## src/hcp_debounce.sv

```systemverilog
// Purpose: Shared constants of the host control block, and the
//          two-flop synchroniser with two-sample debounce for the pins.
// Assumes: One clock; pins are asynchronous to it.
// Notes:   A new level is taken only after two equal samples in a row.

`timescale 1ns/1ns

package hcp_pkg;
    // ------------------------------------------------------------
    // Command word layout
    // ------------------------------------------------------------
    localparam int CMD_BITS = 8;
    localparam int PEAK_BITS = 16;
    localparam logic [3:0] ADDR_BANK = 4'h0;
    localparam logic [3:0] ADDR_FADE = 4'h1;
    localparam logic [3:0] ADDR_DCVOL = 4'h4;
    localparam logic [3:0] ADDR_MODE = 4'h6;
    localparam int ADDR_MSB = 3;
    localparam int RST_BIT = 1;
    // Debounce sample enable divider (1 = every clock)
    localparam int SAMPLE_DIV = 1;
    // ------------------------------------------------------------
    // Register file reset values, index 0 to 9
    // ------------------------------------------------------------
    localparam logic [3:0] INIT_BANK = 4'h3;
    localparam logic [3:0] INIT_FADE_A = 4'h0;
    localparam logic [3:0] INIT_FADE_B = 4'h2;
    localparam logic [3:0] INIT_FADE_C = 4'h8;
    localparam logic [3:0] INIT_DCVOL_A = 4'h7;
    localparam logic [3:0] INIT_DCVOL_B = 4'h0;
    localparam logic [3:0] INIT_DCVOL_C = 4'hD;
    localparam logic [3:0] INIT_MODE_A = 4'h0;
    localparam logic [3:0] INIT_MODE_B = 4'h0;
    localparam logic [3:0] INIT_MODE_C = 4'h8;
    localparam int NUM_CTL = 10;
    localparam logic [39:0] CTL_INIT = {INIT_MODE_C, INIT_MODE_B,
        INIT_MODE_A, INIT_DCVOL_C, INIT_DCVOL_B, INIT_DCVOL_A,
        INIT_FADE_C, INIT_FADE_B, INIT_FADE_A, INIT_BANK};
    localparam logic [3:0] NO_REG = 4'hF;
endpackage : hcp_pkg

module hcp_debounce #(
    parameter int WIDTH = 3,
    parameter int DIV = hcp_pkg::SAMPLE_DIV
) (
    input wire logic clk,
    input wire logic rst,
    input wire logic [WIDTH-1:0] pin,
    input wire logic [WIDTH-1:0] init_level,
    output logic [WIDTH-1:0] level
);
    // Refuse settings the divider counter and flops cannot serve
    if (DIV < 1 || DIV > 65535 || WIDTH < 1) begin : g_bad_param
        $error("hcp_debounce: bad parameters");
    end

    logic [WIDTH-1:0] sync1;
    logic [WIDTH-1:0] sync2;
    logic [WIDTH-1:0] last;
    logic [15:0] div_cnt;
    logic sample_en;
    logic [15:0] next_div_cnt;
    logic next_sample_en;
    logic [WIDTH-1:0] next_last;
    logic [WIDTH-1:0] next_level;

    // ------------------------------------------------------------
    // Synchroniser: first flop feeds only the second
    // ------------------------------------------------------------
    always_ff @(posedge clk) begin
        sync1 <= pin;
        sync2 <= sync1;
    end

    // Sample enable and two-sample acceptance
    always_comb begin
        next_div_cnt = div_cnt + 16'h0001;
        next_sample_en = 1'b0;
        if (div_cnt >= 16'(DIV - 1)) begin
            next_div_cnt = 16'h0000;
            next_sample_en = 1'b1;
        end
        next_last = last;
        next_level = level;
        if (sample_en) begin
            next_last = sync2;
            next_level = (sync2 == last) ? sync2 : level;
        end
    end

    always_ff @(posedge clk) begin
        if (rst) begin
            div_cnt <= 16'h0000;
            sample_en <= 1'b0;
            last <= init_level;
            level <= init_level;
        end else begin
            div_cnt <= next_div_cnt;
            sample_en <= next_sample_en;
            last <= next_last;
            level <= next_level;
        end
    end
endmodule : hcp_debounce

```

## src/hcp_host_ctrl.sv

```systemverilog
// Purpose: Three-line host command interpreter and stereo peak read-out.
// Assumes: Peak samples arrive as signed words on the MCLK domain.
// Notes:   Data line is split into in, out and active-low enable.

`timescale 1ns/1ns

module hcp_host_ctrl (
    input wire logic MCLK,
    input wire logic RST,
    input wire logic CMD_REQ_SELECT,
    input wire logic HOST_SHIFT_CLOCK,
    input wire logic HOST_SERIAL_LINE_IN,
    output logic HOST_SERIAL_LINE_OUT,
    output logic HOST_SERIAL_LINE_OE_N,
    input wire logic SAMPLE_VALID,
    input wire logic [15:0] SAMPLE_LEFT,
    input wire logic [15:0] SAMPLE_RIGHT,
    output logic [1:0] BANK_SEL,
    output logic ATTENUATE_BIT,
    output logic MUTE_BIT,
    output logic FADE_ENABLE,
    output logic DITHER_ENABLE,
    output logic [9:0] FADE_SPEED,
    output logic DC_ENABLE,
    output logic DC_HOLD,
    output logic [9:0] VOLUME,
    output logic [1:0] DEEMPH_SEL,
    output logic DEEMPH_ON,
    output logic [1:0] IN_FORMAT_SEL,
    output logic IN_FORMAT_ALT,
    output logic [1:0] OUT_RATE_IND,
    output logic OUT_RATE_DEFINED,
    output logic SHAPER_ORDER_BIT,
    output logic STANDBY_BIT,
    output logic PEAK_REQ_ACTIVE
);
    typedef enum logic [1:0] {
        ST_CMD = 2'b00,
        ST_WAIT = 2'b01,
        ST_PEAK = 2'b10
    } hcp_state_t;

    // Register index for an address and bank; NO_REG if unmapped
    function automatic logic [3:0] reg_index(input logic [3:0] addr,
                                             input logic [1:0] bank);
        logic [3:0] base;
        base = hcp_pkg::NO_REG;
        if (addr == hcp_pkg::ADDR_FADE) begin
            base = 4'h0;
        end else if (addr == hcp_pkg::ADDR_DCVOL) begin
            base = 4'h3;
        end else if (addr == hcp_pkg::ADDR_MODE) begin
            base = 4'h6;
        end
        if (addr == hcp_pkg::ADDR_BANK) begin
            reg_index = 4'h0;
        end else if (base == hcp_pkg::NO_REG || bank == 2'b00) begin
            reg_index = hcp_pkg::NO_REG;
        end else begin
            reg_index = base + {2'b00, bank};
        end
    endfunction : reg_index

    // Magnitude of a signed sample
    function automatic logic [15:0] mag(input logic [15:0] s);
        mag = s[15] ? 16'(~s + 16'h0001) : s;
    endfunction : mag

    // ------------------------------------------------------------
    // Pin conditioning
    // ------------------------------------------------------------
    logic [2:0] pins;
    logic sel;
    logic clk_line;
    logic data_line;

    hcp_debounce #(
        .WIDTH(3),
        .DIV(hcp_pkg::SAMPLE_DIV)
    ) u_debounce (
        .clk(MCLK),
        .rst(RST),
        .pin({CMD_REQ_SELECT, HOST_SHIFT_CLOCK, HOST_SERIAL_LINE_IN}),
        .init_level(3'h7),
        .level(pins)
    );

    assign sel = pins[2];
    assign clk_line = pins[1];
    assign data_line = pins[0];

    // ------------------------------------------------------------
    // Serial state and register file
    // ------------------------------------------------------------
    hcp_state_t state;
    hcp_state_t next_state;
    logic sel_prev;
    logic clk_prev;
    logic [6:0] cmd_sh;
    logic [6:0] next_cmd_sh;
    logic [2:0] cmd_cnt;
    logic [2:0] next_cmd_cnt;
    logic [31:0] peak_sh;
    logic [31:0] next_peak_sh;
    logic da_out;
    logic next_da_out;
    logic da_oe_n;
    logic next_da_oe_n;
    logic clear_peak;
    logic next_clear_peak;
    logic [3:0] ctl [0:hcp_pkg::NUM_CTL-1];
    logic [3:0] next_ctl [0:hcp_pkg::NUM_CTL-1];
    logic [15:0] peak_out_l;
    logic [15:0] peak_out_r;
    logic clk_rise;
    logic sel_rise;
    logic peak_act;

    assign clk_rise = clk_line & ~clk_prev;
    assign sel_rise = sel & ~sel_prev;

    // Position of the address MSB within the command word
    localparam int ADDR_MSB_POS = 4 + hcp_pkg::ADDR_MSB;

    // Next serial state, command decode and peak shift-out
    always_comb begin
        logic [7:0] cmd;
        logic [3:0] idx;
        logic [1:0] bank;
        cmd = {cmd_sh, data_line};
        bank = {ctl[0][3], ctl[0][2]};
        idx = reg_index(cmd[7:4], bank);
        next_state = state;
        next_cmd_sh = cmd_sh;
        next_cmd_cnt = cmd_cnt;
        next_peak_sh = peak_sh;
        next_da_out = da_out;
        next_da_oe_n = da_oe_n;
        next_clear_peak = 1'b0;
        for (int i = 0; i < hcp_pkg::NUM_CTL; i++) begin
            next_ctl[i] = ctl[i];
        end
        unique case (state)
            ST_CMD: begin
                next_da_oe_n = 1'b1;
                if (sel_rise) begin
                    next_cmd_cnt = 3'h0;
                    if (clk_line) begin
                        next_state = ST_PEAK;
                        next_peak_sh = {peak_out_l, peak_out_r};
                        next_da_out = 1'b0;
                        next_da_oe_n = 1'b0;
                    end else begin
                        next_state = ST_WAIT;
                    end
                end else if (!sel && clk_rise) begin
                    next_cmd_sh = cmd[6:0];
                    next_cmd_cnt = cmd_cnt + 3'h1;
                    if (cmd_cnt == 3'(hcp_pkg::CMD_BITS - 1)) begin
                        if (!cmd[ADDR_MSB_POS] &&
                            idx != hcp_pkg::NO_REG) begin
                            next_ctl[idx] = cmd[3:0];
                            if (idx == 4'(hcp_pkg::NUM_CTL - 1) &&
                                cmd[hcp_pkg::RST_BIT]) begin
                                for (int i = 0; i < hcp_pkg::NUM_CTL;
                                     i++) begin
                                    next_ctl[i] =
                                        hcp_pkg::CTL_INIT[i*4 +: 4];
                                end
                            end
                        end
                    end
                end
            end
            ST_WAIT: begin
                if (!sel) begin
                    next_state = ST_CMD;
                end
            end
            ST_PEAK: begin
                if (!sel) begin
                    next_state = ST_CMD;
                    next_da_oe_n = 1'b1;
                    next_clear_peak = 1'b1;
                end else if (clk_rise) begin
                    next_da_out = peak_sh[31];
                    next_peak_sh = {peak_sh[30:0], 1'b0};
                end
            end
            default: begin
                next_state = ST_CMD;
                next_da_oe_n = 1'b1;
            end
        endcase
    end

    always_ff @(posedge MCLK) begin
        if (RST) begin
            state <= ST_CMD;
            peak_act <= 1'b0;
            sel_prev <= 1'b1;
            clk_prev <= 1'b1;
            cmd_sh <= 7'h00;
            cmd_cnt <= 3'h0;
            peak_sh <= 32'h0000_0000;
            da_out <= 1'b1;
            da_oe_n <= 1'b1;
            clear_peak <= 1'b0;
            for (int i = 0; i < hcp_pkg::NUM_CTL; i++) begin
                ctl[i] <= hcp_pkg::CTL_INIT[i*4 +: 4];
            end
        end else begin
            state <= next_state;
            peak_act <= ~next_da_oe_n;
            sel_prev <= sel;
            clk_prev <= clk_line;
            cmd_sh <= next_cmd_sh;
            cmd_cnt <= next_cmd_cnt;
            peak_sh <= next_peak_sh;
            da_out <= next_da_out;
            da_oe_n <= next_da_oe_n;
            clear_peak <= next_clear_peak;
            for (int i = 0; i < hcp_pkg::NUM_CTL; i++) begin
                ctl[i] <= next_ctl[i];
            end
        end
    end

    // ------------------------------------------------------------
    // Peak detection and output register
    // ------------------------------------------------------------
    logic [15:0] acc_l;
    logic [15:0] acc_r;
    logic [15:0] next_acc_l;
    logic [15:0] next_acc_r;
    logic [15:0] next_out_l;
    logic [15:0] next_out_r;

    // Track largest magnitude; copy to output unless a request holds it
    always_comb begin
        next_acc_l = acc_l;
        next_acc_r = acc_r;
        next_out_l = peak_out_l;
        next_out_r = peak_out_r;
        if (clear_peak) begin
            next_acc_l = SAMPLE_VALID ? mag(SAMPLE_LEFT) : 16'h0000;
            next_acc_r = SAMPLE_VALID ? mag(SAMPLE_RIGHT) : 16'h0000;
        end else if (state != ST_PEAK) begin
            if (SAMPLE_VALID && mag(SAMPLE_LEFT) > acc_l) begin
                next_acc_l = mag(SAMPLE_LEFT);
            end
            if (SAMPLE_VALID && mag(SAMPLE_RIGHT) > acc_r) begin
                next_acc_r = mag(SAMPLE_RIGHT);
            end
        end
        if (state != ST_PEAK && next_state != ST_PEAK) begin
            next_out_l = next_acc_l;
            next_out_r = next_acc_r;
        end
    end

    always_ff @(posedge MCLK) begin
        if (RST) begin
            acc_l <= 16'h0000;
            acc_r <= 16'h0000;
            peak_out_l <= 16'h0000;
            peak_out_r <= 16'h0000;
        end else begin
            acc_l <= next_acc_l;
            acc_r <= next_acc_r;
            peak_out_l <= next_out_l;
            peak_out_r <= next_out_r;
        end
    end

    // ------------------------------------------------------------
    // Decoded mode outputs
    // ------------------------------------------------------------
    logic deemph_on;
    logic fmt_alt;
    logic rate_def;

    // Registered decode of selector fields; reserved bits unused
    always_ff @(posedge MCLK) begin
        if (RST) begin
            deemph_on <= 1'b0;
            fmt_alt <= 1'b0;
            rate_def <= 1'b1;
        end else begin
            deemph_on <= (ctl[7][3:2] != 2'b00);
            fmt_alt <= (ctl[8][3:2] != 2'b00);
            rate_def <= (ctl[8][1:0] != 2'b10);
        end
    end

    // Output wiring from serial-state, register-file and decode flops
    assign HOST_SERIAL_LINE_OUT = da_out;
    assign HOST_SERIAL_LINE_OE_N = da_oe_n;
    assign PEAK_REQ_ACTIVE = peak_act;
    assign BANK_SEL = {ctl[0][3], ctl[0][2]};
    assign ATTENUATE_BIT = ctl[0][1];
    assign MUTE_BIT = ctl[0][0];
    assign FADE_ENABLE = ctl[1][3];
    assign DITHER_ENABLE = ctl[1][2];
    assign FADE_SPEED = {ctl[1][1:0], ctl[2], ctl[3]};
    assign DC_ENABLE = ctl[4][3];
    assign DC_HOLD = ctl[4][2];
    assign VOLUME = {ctl[4][1:0], ctl[5], ctl[6]};
    assign DEEMPH_SEL = ctl[7][3:2];
    assign DEEMPH_ON = deemph_on;
    assign IN_FORMAT_SEL = ctl[8][3:2];
    assign IN_FORMAT_ALT = fmt_alt;
    assign OUT_RATE_IND = ctl[8][1:0];
    assign OUT_RATE_DEFINED = rate_def;
    assign SHAPER_ORDER_BIT = ctl[9][2];
    assign STANDBY_BIT = ctl[9][0];
    // Reserved bits ctl[7][1:0] and ctl[9][3] drive nothing
endmodule : hcp_host_ctrl

```

## config.mk

```make
export PLATFORM = sky130hd
export DESIGN_NAME = hcp_host_ctrl
export DESIGN_NICKNAME = d
export VERILOG_FILES = /design/src/hcp_debounce.sv /design/src/hcp_host_ctrl.sv
export SDC_FILE = /design/constraint.sdc
export NUM_CORES = 1
export LEC_CHECK = 0
export BUFFER_PORTS_ARGS = -buffer_cell sky130_fd_sc_hd__buf_2
export CELL_PAD_IN_SITES_DETAIL_PLACEMENT = 0
export CELL_PAD_IN_SITES_GLOBAL_PLACEMENT = 2
export CORE_MARGIN = 3
export CORE_UTILIZATION = 30
export DETAILED_ROUTE_END_ITERATION = 8
export PLACE_DENSITY_LB_ADDON = 0.15
export SYNTH_ARGS = -nofsm -noshare
export SYNTH_HDL_FRONTEND = slang
export SYNTH_SLANG_ARGS = --single-unit
```

## constraint.sdc

```tcl
create_clock -name MCLK -period 3.7 [get_ports MCLK]
set_input_delay 0.185 -clock MCLK [delete_from_list [all_inputs] [get_ports MCLK]]
set_output_delay 0.185 -clock MCLK [all_outputs]
set_load 0.01 [all_outputs]
```

; After elaboration in Yosys (flattened, before gate mapping)
; Memory sizes are Yosys's and may differ from the RTL's.
; Cells that the tools add are included.
[word_totals]
reg_bits = 146
ramBits = 40
in_bits = 38
n_memories = 1
[classes]
add_sub_neg = 5
magnitude_cmp = 5
eq_ne = 17
muxes = 59
bitwise = 20
reduce_logical = 24
[memory_table]
columns = memory, depth, width, rd, rd_clocked_by_memory_dff, wr, line_no
row1 = ctl, 10, 4, 10, 0, 10, hcp_host_ctrl.sv:111  ; logic [3:0] ctl [0:hcp_pkg::NUM_CTL-1];
[ops]
columns = cell, n
row1 = two-way mux 40 bit, 6
row2 = two-way mux 16 bit, 10
row3 = two-way mux 32 bit, 4
row4 = two-way mux 4 bit, 16
row5 = case mux 32 bit (2 select lines), 1
row6 = "adder 16 x 1 -> 16 bit, second input constant", 3
row7 = bitwise mux 40 bit, 1
row8 = > comparator 16 bit, 2
row9 = inverter 16 bit, 2
row10 = demux 4 bit (select 4 bit), 1
row11 = ">= comparator 16 x 1 -> 1 bit, second input constant", 1
row12 = two-way mux 1 bit, 12
row13 = "!= test 2 bit, second input constant", 5
row14 = OR 1 bit, 10
row15 = "== test 4 x 3 -> 1 bit, second input constant", 2
row16 = "== test 4 bit, second input constant", 2
row17 = nonzero test 2 bit, 4
row18 = logical AND 1 bit, 7
row19 = two-way mux 2 bit, 3
row20 = two-way mux 3 bit, 2
row21 = OR reduction 2 bit, 3
row22 = ">= comparator 5 bit, second input constant", 1
row23 = "< comparator 5 x 1 -> 1 bit, second input constant", 1
row24 = inverter 1 bit, 5
row25 = 21 further kinds, 26

; Longest topological paths before layout
; Gate-level depths: netlist of the first run.
[depth]
ltp_word = 21
depth_mapped = 14
mapped_depth_nobuf = 13

; Modules after synthesis
; Synthesis of the first run repeated with hierarchy kept, for this count alone.
[hier_totals]
cells_unflattened = 984
area_unflattened_um2 = 8763.4
[modules_own_cells]
columns = module, instances, cells_each, area_each_um2, seq_area_each_um2
row1 = hcp_host_ctrl, 1, 962, 8363.0, 3062.9
row2 = hcp_debounce, 1, 22, 400.4, 320.3

; Worst setup path after synthesis of the first run
; OpenSTA, ideal clock, no wires.
[synth_path]
path_type = input-to-reg
startpoint = in SAMPLE_RIGHT[10]
endpoint = reg peak_out_r[11]
setup_ns = 0.132
arrival_ns = 3.229
slack_ns = 0.339
cell_stages = 12
n_path_buf = 1
cell_sequence = or4_1 > or3_4 > o31ai_2 > xnor2_1 > ha_1 > nand4_2 > nor3_1 > or4_1 > a211o_1 > buf_2 > a32oi_1 > a21oi_1
[synth_between]
elab_chain_len = 8
word_cells_on_any_way = 9
cone_classes = add/sub: 1 / order compare: 1 / mux: 5 / bitwise: 1 / reduce/logical: 1
[synth_rtl]
columns = item, line_no
row1 = "start, declared", hcp_host_ctrl.sv:17  ; input wire logic [15:0] SAMPLE_RIGHT,
row2 = inverter 16 bit, hcp_host_ctrl.sv:66  ; mag = s[15] ? 16'(~s + 16'h0001) : s;
row3 = adder 16 x 1 -> 16 bit, hcp_host_ctrl.sv:66
row4 = two-way mux 16 bit (*), hcp_host_ctrl.sv:66
row5 = > comparator 16 bit, hcp_host_ctrl.sv:252  ; if (SAMPLE_VALID && mag(SAMPLE_RIGHT) > acc_r) begin
row6 = logical AND 1 bit, hcp_host_ctrl.sv:252
row7 = two-way mux 16 bit, hcp_host_ctrl.sv:252
row8 = two-way mux 16 bit, hcp_host_ctrl.sv:248  ; end else if (state != ST_PEAK) begin
row9 = two-way mux 16 bit (*), hcp_host_ctrl.sv:245  ; if (clear_peak) begin
row10 = "end signal, assigned", hcp_host_ctrl.sv:272  ; peak_out_r <= next_out_r;
row11 = "end, declared", hcp_host_ctrl.sv:114  ; logic [15:0] peak_out_r;
; Mark *: on every way between the ends. The rest lies on a longest branch, timed or not.
; A chain may end at the register's enable or synchronous reset.

==> results of run 1 <==
==> worst min path at each step <==
stage,endpoint,cells past startpoint,slack (ps),startpoint
after floorplan,u_debounce.sync1[0],0,210,HOST_SERIAL_LINE_IN
after global placement,u_debounce.sync1[1],1,290,HOST_SHIFT_CLOCK
after detailed placement,u_debounce.sync1[0],1,290,HOST_SERIAL_LINE_IN
after CTS,acc_l[0],3,80,SAMPLE_LEFT[0]
after global routing,acc_l[0],3,130,SAMPLE_LEFT[0]
final,acc_l[0],3,100,SAMPLE_LEFT[0]
==> where the power goes <==
group          switching (uW)  internal (uW)
sequential               53.6           1880
clock                     749            960
combinational             345            252
total                    1150           3090
==> layout make-up <==
class | count | share of cell area [%]
Clock buffer | 20 | 4.70
Clock inverter | 10 | 1.02
Inverter | 48 | 1.85
Multi-Input combinational cell | 676 | 46.1
Sequential cell | 166 | 34.2
Tap cell | 335 | 4.31
Timing Repair Buffer | 125 | 7.83
==> cell usage after synthesis, types with 3 or more instances <==
cell type,n,area (um^2)
a21o_1,3,22.5
ha_1,42,526
nor3b_1,3,22.5
a31oi_1,16,100
dfxtp_1,166,3320
o21ai_0,76,380
or3_1,3,18.8
a32oi_1,13,114
nand2b_1,12,75.1
a21oi_1,64,320
nor2_1,78,293
o211ai_1,6,45.0
nand3b_1,4,30.0
o31ai_1,10,75.1
a211oi_1,33,248
and2_1,4,25.0
and3_1,4,25.0
nand4_1,12,75.1
buf_1,8,30.0
o41ai_1,3,26.3
o21ai_1,3,15.0
mux2i_1,57,571
buf_2,12,60.1
inv_1,48,180
nor3_1,9,45.0
xnor2_1,30,263
a22oi_1,3,22.5
nand2_1,97,364
clkbuf_1,37,139
nand3_1,18,90.1
or4_1,7,52.6
nor4_1,7,43.8
o21a_1,5,37.5
nor2b_1,7,43.8
a211o_1,3,26.3
==> flip-flops by register name (all words and copies together), names as in the netlist, 2 cells and up <==
name              count
state                 2
u_debounce.last       3
ctl                  36
u_debounce.sync2      3
u_debounce.sync1      3
cmd_sh                7
u_debounce.level      3
peak_sh              32
peak_out_l           16
peak_out_r           16
cmd_cnt               3
acc_r                16
acc_l                16
==> per-layer routing <==
layer / part of all wire [%] / routed length [um]
met5: 0 / 0
met4: 1.3 / 288
met3: 3.5 / 741
met2: 41 / 8870
met1: 54 / 11600
==> per-stage QoR <==
step / instances / area, um^2 / power [uW] / util, %
CTS: 1380 / 9720 / 4300 / 36.7
floorplan: 948 / 8220 / 2360 / -
global route: 1380 / 9720 / 4460 / 36.7
global placement: 1347 / 9140 / 2580 / 34.5
finish: 1380 / 9720 / 4240 / 36.7
detailed placement: 1347 / 9140 / 2570 / 34.5
==> worst reg2reg max path, delay by kind of cell, from the launching register on <==
family | cells | cell delay (ps)
compound gates | 2 | 300
fa+ha+maj | 3 | 1040
flops | 1 | 460
mux | 1 | 210
simple gates | 4 | 1270
==> what timing repair did <==
action	CTS	global route
hold buffers	3	0
hold endpoints to repair	3	0
setup endpoints to repair	0	0
==> cells by family (layout without fill, tap and decap cells) <==
| kind of cell | Yosys count | count (layout) | share of synthesized area, % |
|---|---|---|---|
| AND/OR/NAND/NOR | 283 | 283 | 17.2 |
| adder cells (fa/ha/maj) | 44 | 44 | 6.76 |
| flip-flops | 166 | 166 | 40.4 |
| XOR/XNOR | 30 | 30 | 3.20 |
| buffers and inverters | 106 | 203 | 5.07 |
| AO/OA/AOI/OAI | 262 | 262 | 20.4 |
| multiplexers | 57 | 57 | 6.94 |
==> run metrics, run 1 <==
synthesized instance count about 950; Layout Nets 1115; hpwl dp 15.7 mm; Iter 0 DRT Violations roughly 420; Initial Util 31.0%; EDFF count, synth 0; post-layout minimum cycle time 3350 ps; Hold Path Class in -> reg; library cells used by synthesis 70; CTS resizes 0; Leakage 0.00363 uW; Final WS setup 355 ps; Worst R2R Setup Slack 350 ps; Critical Path Start cmd_sh[5]; RR Startpoint cmd_sh[5]; Hold Violations, Final 0; RSZ-0062 raised after global routing no; Avg Inst Size Synth 8.67 um^2; initial antenna violation count 0; clock transition at the registers of the reported paths approximately 70 ps; Async SR Flop Fraction 0%; CP max-delay cell dfxtp_1; Routed Wire Length 21.5 mm; critical path type reg -> reg; max incr delay on CP around 460 ps; CTS H-tree lvls 4; core box area 26500 um^2; most frequent cells in the layout 166 x dfxtp_1, 97 x nand2_1, 79 x buf_2; Sequential Area 3320 um^2; vias per inst 4.97; reg-to-reg endpoint ctl[1][3]; IO Count 80; actual slew at the worst max-slew pin 1110 ps; Setup Fix Bufs, Post-CTS 0; largest net degree at the start of global routing 54; Ys Warns 0; post-place setup slack 54.1 ps; CTS tree built; row count just under 60; clock tree buffer depth 2; vias in the first global route 6666; Ant. Diodes 0; synthesized net count 1029; M3 GR Usage 2.23%; Hold WS ~100 ps; first-pass GRT wire length about 36 mm; # setup viols final 0; clk sinks roughly 170; period utilization around nine tenths; Clk Latency, worst-skew pair 430 ps; gr busiest metal met2; clock skew 13.7 ps; status completed; wire length per cell 15.6 um; Placer Congestion 0.786; layout cells sized above 1 between 10% and 20%; CP Capture Type register; Worst Reg-to-Reg Cells 10; relative slew slack between 20% and 30%; Power per Cell Area 436 nW/um^2; Residual DRC 0; post-route antenna net violation count 0; drt pass-1 iters 5; Peak VDD IR 0.248 mV; vias after detailed routing 6857; Clock Root Buffer clkbuf_16; CP endpoint ctl[1][3]; final setup TNS 0 ps; GR Util met1 21.9%; Slew Limit Fails 0; multi-input logic area 4480 um^2; P&R area growth vs syn 18.3%; Synth Register Bits 166; f_max 0.299 GHz; grt ovf 0; crit path buf inv count 0; number of port buffers between 70 and 80; Total GRT Usage 15.0%; type of origin of the critical path register; cell area after synthesis 8220 um^2; crit-path leading delay family simple AND/OR/NAND/NOR gates; worst-path maximum fanout 8; post-synthesis sequential area ratio between 40% and 50%; routing usage on met2 22.8%; worst endpoint required time 4050 ps; cell chain of the critical path nor2b_1 -> a21oi_1 -> or2_2 -> ha_1 -> fa_1 -> o21a_1 -> maj3_1 -> nor3_1 -> and3_1 -> mux2i_1; most common library cell in the layout ignoring fill and taps dfxtp_1; CTS buffer count 17; Die X 171 um; Max Cap Viol 0; Die Y 171 um; Data arrival, critical path 3700 ps; WP depth 10; Filler cells 2742; die area 29400 um^2; ys flop type dfxtp_1
No activity file was read; power rests on OpenSTA's default activity.
==> run 2, diff against run 1 <==
--- a/config.mk
+++ b/config.mk
@@ -8,6 +8,7 @@
 export BUFFER_PORTS_ARGS = -buffer_cell sky130_fd_sc_hd__buf_2
 export CELL_PAD_IN_SITES_DETAIL_PLACEMENT = 0
 export CELL_PAD_IN_SITES_GLOBAL_PLACEMENT = 2
+export CORE_ASPECT_RATIO = 1.2
 export CORE_MARGIN = 3
 export CORE_UTILIZATION = 30
 export DETAILED_ROUTE_END_ITERATION = 8
==> run metrics, run 2 (synthesis results as in run 1) <==
post-layout minimum cycle time 3390 ps (was 3350 ps); largest net degree at the start of global routing 66 (was 54); post-route antenna net violation count 0 (unchanged); row count 65 (was 59); worst-path maximum fanout 7 (was 8); CTS buffer count 17 (unchanged); status completed (unchanged); Max Cap Viol 0 (unchanged); Placer Congestion 0.774 (was 0.786); CTS H-tree lvls 4 (unchanged); Layout Nets 1118 (was 1115); actual slew at the worst max-slew pin 771 ps (was 1110 ps); DP Area 9170 um^2 (was 9140 um^2); Clk Latency, worst-skew pair 430 ps (about the same); Hold WS 115 ps (was 104 ps); flip-flop count of the largest register after layout 36 (unchanged); Biggest register ctl (unchanged); Data arrival, critical path 3740 ps (was 3700 ps); clock tree buffer depth 2 (unchanged); vias in the first global route 6857 (was 6666); layout cells sized above 1 16.9% (was 16.6%); most frequent cells in the layout 166 x dfxtp_1, 97 x nand2_1, 79 x buf_2 (unchanged); Leakage 0.00366 uW (was 0.00363 uW); Initial Util 30.9% (was 31.0%); Iter 0 DRT Violations 315 (was 419); Clock Root Buffer clkbuf_16 (unchanged); Hold Path Class in -> reg (unchanged); # setup viols final 0 (unchanged); Worst Reg-to-Reg Cells 10 (unchanged); RSZ-0062 raised after global routing no (unchanged); min-delay src SAMPLE_LEFT[0] (unchanged); wire length per cell 15.7 um (was 15.6 um); sw frac 26.5% (was 27.1%); grt ovf 0 (unchanged); post-place setup slack 120 ps (was 54.1 ps); drt pass-1 iters 4 (was 5); P&R area growth vs syn 19.4% (was 18.3%); Residual DRC 0 (unchanged); Setup Fix Bufs, Post-CTS 0 (unchanged); Final WS setup 310 ps (was 355 ps); hold path cells 3 (unchanged); Final Instance Area 9810 um^2 (was 9720 um^2); CP Capture Type register (unchanged); initial antenna violation count 0 (unchanged); die area 29400 um^2 (about the same); P_sw 1160 uW (was 1150 uW); Ant. Diodes 0 (unchanged); relative slew slack 48.6% (was 25.9%); Worst R2R Setup Slack 310 ps (was 350 ps); Die X 157 um (was 171 um); number of port buffers 79 (unchanged); Pint 3220 uW (was 3090 uW); Routed Wire Length 21.7 mm (was 21.5 mm); Total GRT Usage 15.2% (was 15.0%); type of origin of the critical path register (unchanged); Peak VDD IR 0.245 mV (was 0.248 mV); Slew Limit Fails 0 (unchanged); core box area 26600 um^2 (was 26500 um^2); clock transition at the registers of the reported paths 70 ps (about the same); worst endpoint required time 4050 ps (about the same); CTS tree built (unchanged); final setup TNS 0 ps (unchanged); RR Startpoint cmd_sh[5] (unchanged); critical path type reg -> reg (unchanged); first-pass GRT wire length 36.3 mm (was 35.8 mm); cts hold-fix bufs 3 (unchanged); vias after detailed routing 6875 (was 6857); IO Count 80 (unchanged); vias per inst 4.97 (about the same); period utilization 91.6% (was 90.4%); clock skew 9.41 ps (was 13.7 ps); Power per Cell Area 447 nW/um^2 (was 436 nW/um^2); most common library cell in the layout ignoring fill and taps dfxtp_1 (unchanged); hpwl dp 15.7 mm (about the same); Hold Violations, Final 0 (unchanged); reg-to-reg endpoint ctl[1][3] (unchanged); Seq pwr share 44.1% (was 45.6%); CTS resizes 0 (unchanged); top flop regs ctl (36), peak_sh (32) (unchanged); Combinational Power Share 13.7% (was 14.1%); f_max 0.295 GHz (was 0.299 GHz); Hold EP acc_l[0] (unchanged); Die Y 187 um (was 171 um); clk sinks 166 (unchanged); Clock power frac 42.2% (was 40.3%)
[run 2: cell count changes in the layout (fill, tap and decap cells not counted)]
| cell | delta |
|---|---|
| buf_12 | +1 |
| buf_4 | +2 |
| bufinv_16 | +2 |
| clkbuf_8 | -1 |
| clkinv_2 | -1 |
| clkinv_4 | -3 |
| clkinvlp_4 | +1 |
| inv_6 | +2 |
| inv_8 | +1 |
[run 2: worst max-delay path by stage]
stage / endpoint / depth (start not counted) / startpoint
final: ctl[1][3] / 10 / cmd_sh[5]
after CTS: ctl[1][3] / 10 / cmd_sh[5]
after detailed placement: peak_out_r[3] / 13 / SAMPLE_RIGHT[10]
after global routing: ctl[5][2] / 10 / cmd_sh[5]
after floorplan: peak_out_r[11] / 12 / SAMPLE_RIGHT[10]
after global placement: peak_out_r[3] / 13 / SAMPLE_RIGHT[10]
[run 2: routing by layer]
layer  track usage (%)  share of wire [%]  up-vias
li1                  -                  -     3583
met1              20.5                 49     3169
met3              2.78                3.1       15
met5                 0                  0        -
met2              25.0                 47      108
met4              3.84                1.1        0
[run 2: through the flow]
step,utilization (%),std cells,total power (uW)
2_1_floorplan,-,948,2360
3_3_place_gp,34.5,1350,2580
3_5_place_dp,34.5,1350,2580
4_1_cts,36.9,1384,4460
5_1_grt,36.9,1384,4620
6_report,36.9,1384,4380
[run 2: layout make-up]
| class | count | area (um^2) |
|---|---|---|
| inverters | 48 | 180 |
| clock buffers | 19 | 443 |
| multi-input cells | 676 | 4480 |
| clock inverters | 12 | 164 |
| flip-flops and latches | 166 | 3320 |
| repair buffers | 128 | 796 |
| well taps | 335 | 419 |
| fillers | 2754 | 16800 |
[run 2: critical path: stages (launching register included)]
cell     delay, ps
dfxtp_1        460
nor2b_1        300
a21oi_1        100
or2_2          280
ha_1           210
fa_1           390
o21a_1         200
maj3_1         450
nor3_1         320
and3_1         380
mux2i_1        220
[run 2: power groups by stage]
stage / registers [uW] / clock network (uW) / logic, uW
finish: 1930 / 1850 / 602
global route: 1940 / 1990 / 691
CTS: 1930 / 1920 / 613
detailed placement: 1970 / 0 / 607
global placement: 1970 / 0 / 607
floorplan: 1950 / 0 / 411
